<file path="config.mk">
export PLATFORM = sky130hd
export DESIGN_NAME = rpw_periodic_wakeup
export DESIGN_NICKNAME = d
export VERILOG_FILES = /design/src/hw/rpw_pkg.sv /design/src/hw/rpw_periodic_wakeup.sv
export SDC_FILE = /design/constraint.sdc
export NUM_CORES = 1
export LEC_CHECK = 0
export BUFFER_PORTS_ARGS = -buffer_cell sky130_fd_sc_hd__buf_2
export CAP_MARGIN = 20
export CORE_ASPECT_RATIO = 2
export CORE_MARGIN = 2
export CORE_UTILIZATION = 50
export CTS_CLUSTER_DIAMETER = 120
export DETAILED_ROUTE_END_ITERATION = 8
export MAX_ROUTING_LAYER = met4
export PLACE_DENSITY = 0.67
export SETUP_SLACK_MARGIN = 0.5
export SYNTH_ARGS = -nofsm -noshare
export SYNTH_HDL_FRONTEND = slang
export SYNTH_SLANG_ARGS = --single-unit
</file>
<file path="constraint.sdc">
create_clock -name mclk -period 3.4 [get_ports mclk]
set_input_delay 0.51 -clock mclk [delete_from_list [all_inputs] [get_ports mclk]]
set_output_delay 0.51 -clock mclk [all_outputs]
set_load 0.1 [all_outputs]
</file>
<file path="src/hw/rpw_pkg.sv">
// constants for the low-frequency periodic wakeup clock
// assumes an 8-bit special function register bus and a 32 kHz oscillator cell

package rpw_pkg;

  // ---------------------------------------------------------------
  // register map
  // ---------------------------------------------------------------
  localparam logic [7:0] RPW_CLOCK_CONTROL_ADDR = 8'hAC;
  localparam logic [7:0] RPW_FREQUENCY_TRIM_ADDR = 8'hAD;
  localparam logic [7:0] RPW_CLOCK_CONTROL_RESET = 8'h00;
  localparam logic [7:0] RPW_FREQUENCY_TRIM_RESET = 8'h00;
  localparam logic [7:0] RPW_UNMAPPED_READ = 8'h00;

  // ---------------------------------------------------------------
  // control register fields
  // ---------------------------------------------------------------
  localparam int RPW_FACTORY_TEST_B_BIT = 7;
  localparam int RPW_FACTORY_TEST_A_BIT = 6;
  localparam int RPW_PIN_ENABLE_BIT = 5;
  localparam int RPW_RUN_BIT = 4;
  localparam int RPW_TICK_FLAG_BIT = 3;
  localparam int RPW_SELECT_HIGH_BIT = 1;
  localparam int RPW_SELECT_LOW_BIT = 0;

  // ---------------------------------------------------------------
  // period selection and divider figures
  // ---------------------------------------------------------------
  typedef enum logic [1:0] {
    RPW_PERIOD_1S = 2'h0,
    RPW_PERIOD_2S = 2'h1,
    RPW_PERIOD_4S = 2'h2,
    RPW_PERIOD_1MIN = 2'h3
  } rpw_period_t;

  localparam int RPW_TICKS_PER_SECOND = 16384;
  localparam int RPW_SECONDS_PER_MINUTE = 60;
  localparam logic [1:0] RPW_QUAD_LAST_OF_TWO = 2'h1;
  localparam logic [1:0] RPW_QUAD_LAST_OF_FOUR = 2'h3;

endpackage

</file>
<file path="src/hw/rpw_periodic_wakeup.sv">
// periodic wakeup clock: 32 kHz divider, period flag, trim and pin mux
// assumes mclk stays on in idle and power-down; osc_32k comes from the
// oscillator cell asynchronously and the port block keeps the pin latch
`timescale 1ns/10ps

module rpw_periodic_wakeup #(
  parameter int TICKS_PER_SECOND = rpw_pkg::RPW_TICKS_PER_SECOND,
  parameter int SECONDS_PER_MINUTE = rpw_pkg::RPW_SECONDS_PER_MINUTE
) (
  input wire logic mclk,
  input wire logic reset,
  input wire logic [7:0] sfr_addr,
  input wire logic [7:0] sfr_wdata,
  input wire logic sfr_wr,
  input wire logic sfr_rd,
  output logic [7:0] sfr_rdata,
  input wire logic osc_32k,
  output logic osc_enable,
  output logic tick_irq,
  input wire logic port_latch,
  input wire logic pin_in,
  output logic pin_out,
  output logic pin_oe,
  output logic pin_level,
  output logic divided_16k_clock
);

  // ---------------------------------------------------------------
  // sizes and elaboration checks
  // ---------------------------------------------------------------
  localparam int SUBW = $clog2(TICKS_PER_SECOND);
  localparam logic [SUBW-1:0] SUB_LAST = SUBW'(TICKS_PER_SECOND - 1);
  localparam logic [5:0] SEC_LAST = 6'(SECONDS_PER_MINUTE - 1);

  if (TICKS_PER_SECOND < 2 || SECONDS_PER_MINUTE < 4 || SECONDS_PER_MINUTE > 64) begin : g_chk
    $error("rpw_periodic_wakeup: divider parameters out of range");
  end

  // ---------------------------------------------------------------
  // state
  // ---------------------------------------------------------------
  typedef struct packed {
    logic osc_m;
    logic osc_q;
    logic osc_d;
    logic pin_m;
    logic pin_q;
    logic clk16;
    logic half;
    logic [7:0] dup;
    logic [SUBW-1:0] sub;
    logic [5:0] sec;
    logic [1:0] quad;
    logic test_b;
    logic test_a;
    logic pin_en;
    logic run;
    logic flag;
    rpw_pkg::rpw_period_t sel;
    logic [7:0] trim;
    logic [7:0] rdata;
    logic osc_en;
    logic p_out;
    logic p_oe;
  } rpw_state_t;

  rpw_state_t s;
  rpw_state_t next_s;

  // helpers kept as plain wires so the assertions can see them
  logic rise32;
  logic tick16;
  logic sec_evt;
  logic min_evt;
  logic period_evt;
  logic wr_ctl;
  logic wr_trim;

  // selected period ends on the last second of its group
  function automatic logic period_done(input rpw_pkg::rpw_period_t sel,
                                       input logic [1:0] quad,
                                       input logic last_sec);
    unique case (sel)
      rpw_pkg::RPW_PERIOD_1S: period_done = 1'b1;
      rpw_pkg::RPW_PERIOD_2S: period_done = quad[0] == rpw_pkg::RPW_QUAD_LAST_OF_TWO[0];
      rpw_pkg::RPW_PERIOD_4S: period_done = quad == rpw_pkg::RPW_QUAD_LAST_OF_FOUR;
      rpw_pkg::RPW_PERIOD_1MIN: period_done = last_sec;
    endcase
  endfunction

  // control register image as software sees it; bit 2 reads zero
  function automatic logic [7:0] ctl_image(input rpw_state_t st);
    ctl_image = 8'h00;
    ctl_image[rpw_pkg::RPW_FACTORY_TEST_B_BIT] = st.test_b;
    ctl_image[rpw_pkg::RPW_FACTORY_TEST_A_BIT] = st.test_a;
    ctl_image[rpw_pkg::RPW_PIN_ENABLE_BIT] = st.pin_en;
    ctl_image[rpw_pkg::RPW_RUN_BIT] = st.run;
    ctl_image[rpw_pkg::RPW_TICK_FLAG_BIT] = st.flag;
    ctl_image[rpw_pkg::RPW_SELECT_HIGH_BIT:rpw_pkg::RPW_SELECT_LOW_BIT] = st.sel;
  endfunction

  // ---------------------------------------------------------------
  // event decode
  // ---------------------------------------------------------------
  // edge detect reads only the second and third sync stages
  assign rise32 = s.osc_q & ~s.osc_d;
  // a 16 kHz period ends on the falling edge of the halved clock
  assign tick16 = rise32 & s.clk16 & s.run;
  // trim: the first trim ticks of second zero need two tick16 each
  // only second zero is ever stretched, so with 1 s ticks one interval
  // in each minute runs long and the others stay nominal
  assign sec_evt = tick16 & ~(s.sec == 6'h00 && s.dup < s.trim && !s.half)
                   & (s.sub == SUB_LAST);
  assign min_evt = sec_evt & (s.sec == SEC_LAST);
  assign period_evt = sec_evt & period_done(s.sel, s.quad, s.sec == SEC_LAST);
  assign wr_ctl = sfr_wr & (sfr_addr == rpw_pkg::RPW_CLOCK_CONTROL_ADDR);
  assign wr_trim = sfr_wr & (sfr_addr == rpw_pkg::RPW_FREQUENCY_TRIM_ADDR);

  // ---------------------------------------------------------------
  // next state
  // ---------------------------------------------------------------
  // no processor power state reaches this logic, so idle and power-down
  // leave it counting
  always_comb begin
    next_s = s;
    // synchronisers: three stages for the oscillator, two for the pin
    next_s.osc_m = osc_32k;
    next_s.osc_q = s.osc_m;
    next_s.osc_d = s.osc_q;
    next_s.pin_m = pin_in;
    next_s.pin_q = s.pin_m;

    // divider chain, held cleared while stopped
    if (!s.run) begin
      next_s.clk16 = 1'b0;
      next_s.half = 1'b0;
      next_s.dup = 8'h00;
      next_s.sub = '0;
      next_s.sec = 6'h00;
      next_s.quad = 2'h0;
    end else if (rise32) begin
      next_s.clk16 = ~s.clk16;
      if (tick16) begin
        // a zero trim never takes this branch, so no lengthening
        if (s.sec == 6'h00 && s.dup < s.trim && !s.half) begin
          next_s.half = 1'b1;
        end else begin
          next_s.half = 1'b0;
          if (s.half) begin
            next_s.dup = s.dup + 8'h01;
          end
          if (s.sub == SUB_LAST) begin
            next_s.sub = '0;
            next_s.quad = s.quad + 2'h1;
            if (s.sec == SEC_LAST) begin
              next_s.sec = 6'h00;
              next_s.dup = 8'h00;
            end else begin
              next_s.sec = s.sec + 6'h01;
            end
          end else begin
            next_s.sub = s.sub + SUBW'(1);
          end
        end
      end
    end

    // register writes; test bits are stored but steer nothing
    if (wr_ctl) begin
      next_s.test_b = sfr_wdata[rpw_pkg::RPW_FACTORY_TEST_B_BIT];
      next_s.test_a = sfr_wdata[rpw_pkg::RPW_FACTORY_TEST_A_BIT];
      next_s.pin_en = sfr_wdata[rpw_pkg::RPW_PIN_ENABLE_BIT];
      next_s.run = sfr_wdata[rpw_pkg::RPW_RUN_BIT];
      next_s.flag = sfr_wdata[rpw_pkg::RPW_TICK_FLAG_BIT];
      next_s.sel = rpw_pkg::rpw_period_t'(
        sfr_wdata[rpw_pkg::RPW_SELECT_HIGH_BIT:rpw_pkg::RPW_SELECT_LOW_BIT]);
    end
    if (wr_trim) begin
      next_s.trim = sfr_wdata;
    end
    // hardware set wins over a software clear in the same cycle
    if (period_evt) begin
      next_s.flag = 1'b1;
    end

    // read data, registered one cycle after the strobe
    if (sfr_rd) begin
      unique case (sfr_addr)
        rpw_pkg::RPW_CLOCK_CONTROL_ADDR: next_s.rdata = ctl_image(s);
        rpw_pkg::RPW_FREQUENCY_TRIM_ADDR: next_s.rdata = s.trim;
        default: next_s.rdata = rpw_pkg::RPW_UNMAPPED_READ;
      endcase
    end

    next_s.osc_en = next_s.run;
    // shared pin: driven clock when enabled, else quasi port drive of latch
    // the port latch gates the clock, so a cleared latch shows the conflict
    if (next_s.pin_en) begin
      next_s.p_out = next_s.clk16 & port_latch;
      next_s.p_oe = 1'b1;
    end else begin
      next_s.p_out = 1'b0;
      next_s.p_oe = ~port_latch;
    end
  end

  // ---------------------------------------------------------------
  // state register
  // ---------------------------------------------------------------
  always_ff @(posedge mclk) begin
    if (reset) begin
      s <= '{sel: rpw_pkg::RPW_PERIOD_1S, trim: rpw_pkg::RPW_FREQUENCY_TRIM_RESET,
             rdata: rpw_pkg::RPW_UNMAPPED_READ, default: '0};
    end else begin
      s <= next_s;
    end
  end

  // ---------------------------------------------------------------
  // outputs
  // ---------------------------------------------------------------
  // the flag is the level request and the wake source; nothing here
  // reaches the processor reset
  assign tick_irq = s.flag;
  assign sfr_rdata = s.rdata;
  assign osc_enable = s.osc_en;
  assign pin_out = s.p_out;
  assign pin_oe = s.p_oe;
  // pin reads stay live whatever the enable, latch is never touched here
  assign pin_level = s.pin_q;
  assign divided_16k_clock = s.clk16;
endmodule

</file>
==> impl_results.md <==
- Hold Path Stages: 2
- Vias: about 2,600
- Die extent in x: slightly below 60 µm
- Layout overhead on the synthesized area: 16.3%
- Final #Nets: between 400 and 500
- Max transition margin: 0.565
- Dpl cell area: about 0.0031 mm²
- Total wire length: around 7.1 mm
- Slew at the pin with the worst max-slew slack: 0.652 ns
- Primary FF master, synth: dfxtp_1
- Number of distinct library cells after synthesis: 41
- Final Critical Period: 2.47 ns
- Yosys top cell by area: dfxtp_1
- Pre-Repair DR Iteration Count: 5
- Hold Fails Final Rpt: 0
- Cell count after synthesis: ~350
- Post-DP HPWL: ~5.4 mm
- Core Util, Final: 0.600
- # DRC: 0
- # port buffers: 36
- CTS tree: built
- Post-synth top area share: 0.421
- Clock Tree Root: clkbuf_16
- Die height: approximately 110 µm
- Warnings, synthesis: 0
- Fmax: 405 MHz
- # fillers: 539
- Crit share post-route: 0.727
- Most frequent cells in the layout: dfxtp_1, nor2_1, a21oi_1, buf_2, nand2_1
- Final RePlAce weighted congestion: slightly below 0.9
- Pin count of the biggest net entering global routing: 19
- Critical Path Fanout Max: 9
- Most common cell after layout, fill and taps aside: dfxtp_1
- Req. time, crit path: ~3.6 ns
- Setup tns final: 0 ns
- Setup CP Type: reg2reg
- RR Endpoint: s[52]$_SDFFE_PP0P_
- Antenna-violating nets left: 0
- Hold-fix buffers, CTS: 0
- RR Startpoint: s[14]$_SDFFE_PP0P_
- Number of flops mapped to enable cells by yosys: 0
- Hold endpoint: pin_oe$_SDFF_PP0_
- # rows: 39
- Top-Level Pins: 37
- Vias/cell: roughly 5.8
- Post-CTS Resized: 0
- Synth area leaders: dfxtp_1, a21oi_1, ha_1
- Worst min path class: in2reg
- Post-synthesis sequential area ratio: 0.421
- Worst reg-to-reg setup slack: slightly above 0.9 ns
- Mapped Avg Cell Area: approximately 8.4 µm²
- Worst-case reg-to-reg path depth: 9
- Cts bufs inserted: 9
- Cell Area, Synth: 0.00295 mm²
- Max-slew violations: 0
- Status: finished, final reports clean
- Finish-stage setup viols: 0
- Antenna violations before repair: 0
- Remaining global-route overflow: 0
- Insertion delay to the later sink of the worst-skew pair: about 0.33 ns
- Worst hold path startpoint: port_latch
- Mapped Nets: approximately 390
- Worst VDD drop: approximately 480 µV
- # clock sinks: 62
- CTS H-Tree Depth: 3
- Asr flop ratio synth: 0
- Post-synthesis register bit count: 62
- First-pass GRT wire length: about 12 mm
- Crit path DAT: about 2.7 ns
- Fraction of final layout cells sized beyond drive strength 1: 0.152
- Max-Cap Viols: 0
- Die Area: between 0.006 and 0.007 mm²
- Static leakage power: 1.18 nW
- Setup crit start kind: flip-flop
- Unrepaired setup endpoints after global routing: no
- Wirelength per Cell: ~16 µm
- Total GRT Usage: 0.247
- Clock transition at path regs: around 0.05 ns
- Initial Util: 0.516
- CTS max path bufs: 2
- Crit. End Element: flip-flop
- Final instance area: ~0.0034 mm²
- Vias in the first global route: 2,572
- Setup Skew: ~0.005 ns
- Diodes inserted: 0
- Setup bufs post-CTS: 0
- Core area: approximately 0.0057 mm²
- Initial drt markers: 100
- Pwr dens: ~500 mW/mm²
[state kept, by name, summed over array words and instances, names as in the netlist]
name / cells
s: 45
sfr_rdata: 8
next_s: 3
divided_16k_clock: 1
osc_enable: 1
pin_level: 1
pin_oe: 1
pin_out: 1
tick_irq: 1
[kinds of logic (layout without fill, tap and decap cells)]
kind of cell	count (synthesis)	in the layout	share of synthesized area
adders and majority gates	13	13	0.0552
and+or+nand+nor	150	150	0.247
DFF	62	62	0.421
xor gates and xnor gates	18	18	0.0535
AOI/OAI and AO/OA	72	72	0.155
muxes	4	4	0.0136
buffers and inverters	32	69	0.0539
[metrics by stage]
| step | hold slack (ns) | total power, mW | std cells | setup slack [ns] |
|---|---|---|---|---|
| after floorplan | 0.414 | 0.813 | 351 | 0.847 |
| after global routing | 0.368 | 1.77 | 449 | 0.602 |
| after CTS | 0.356 | 1.74 | 449 | 0.910 |
| final | 0.369 | 1.72 | 449 | 0.929 |
| after global placement | 0.419 | 0.831 | 433 | 0.968 |
| after detailed placement | 0.431 | 0.831 | 433 | 0.940 |
[synthesized netlist by cell type (2+ instances only)]
cell / n
nor4_1: 3
xnor2_1: 15
clkbuf_1: 10
a21oi_1: 37
nor3b_1: 2
a22oi_1: 8
a31oi_1: 2
or3_1: 2
nand2b_1: 8
nor2b_1: 7
buf_4: 8
nand3_1: 31
and3_1: 3
and2_1: 2
nand4b_1: 2
nand3b_1: 2
xor2_1: 3
a211oi_1: 9
inv_1: 12
ha_1: 13
nand4_1: 6
nand2_1: 33
o21ai_0: 3
o211ai_1: 5
mux2i_1: 4
dfxtp_1: 62
nor3_1: 6
nor2_1: 40
[cell type report]
class | instances | area, µm² | area share
Inverter | 12 | 45.0 | 0.0131
Clock buffer | 10 | 229 | 0.0668
Timing Repair Buffer | 41 | 218 | 0.0635
Multi-Input combinational cell | 257 | 1550 | 0.451
Sequential cell | 62 | 1240 | 0.362
Tap cell | 61 | 76.3 | 0.0223
Clock inverter | 6 | 71.3 | 0.0208
[where the power goes]
part	internal [mW]	switching (mW)	total, mW
Combinational	0.0194	0.0589	0.0783
Sequential	0.734	0.00297	0.737
Clock	0.572	0.335	0.906
[worst max-delay path, cell delays in order, from the launching register on]
cell	delay [ns]
dfxtp_1	0.35
inv_1	0.05
ha_1	0.30
a211oi_1	0.23
nand2_1	0.12
o21ai_0	0.52
a21oi_1	0.29
buf_4	0.24
nand2b_1	0.14
a21oi_1	0.15
[how the worst max path moves through the flow]
stage	startpoint	endpoint	slack (ns)	depth (start not counted)
2_1_floorplan	osc_enable$_SDFFE_PP0P_	s[36]$_SDFFE_PP0P_	0.85	5
3_3_place_gp	s[14]$_SDFFE_PP0P_	s[52]$_SDFFE_PP0P_	0.97	9
3_5_place_dp	s[14]$_SDFFE_PP0P_	s[52]$_SDFFE_PP0P_	0.94	9
4_1_cts	s[14]$_SDFFE_PP0P_	s[52]$_SDFFE_PP0P_	0.91	9
5_1_grt	s[14]$_SDFFE_PP0P_	s[37]$_SDFFE_PP0P_	0.60	9
6_report	s[14]$_SDFFE_PP0P_	s[52]$_SDFFE_PP0P_	0.93	9
[layer usage]
metal / track usage / part of all wire
met1: 0.230 / 0.36
met2: 0.422 / 0.55
met3: 0.0599 / 0.038
met4: 0.172 / 0.050
met5: - / 0
(Power assumes the default switching activity.)
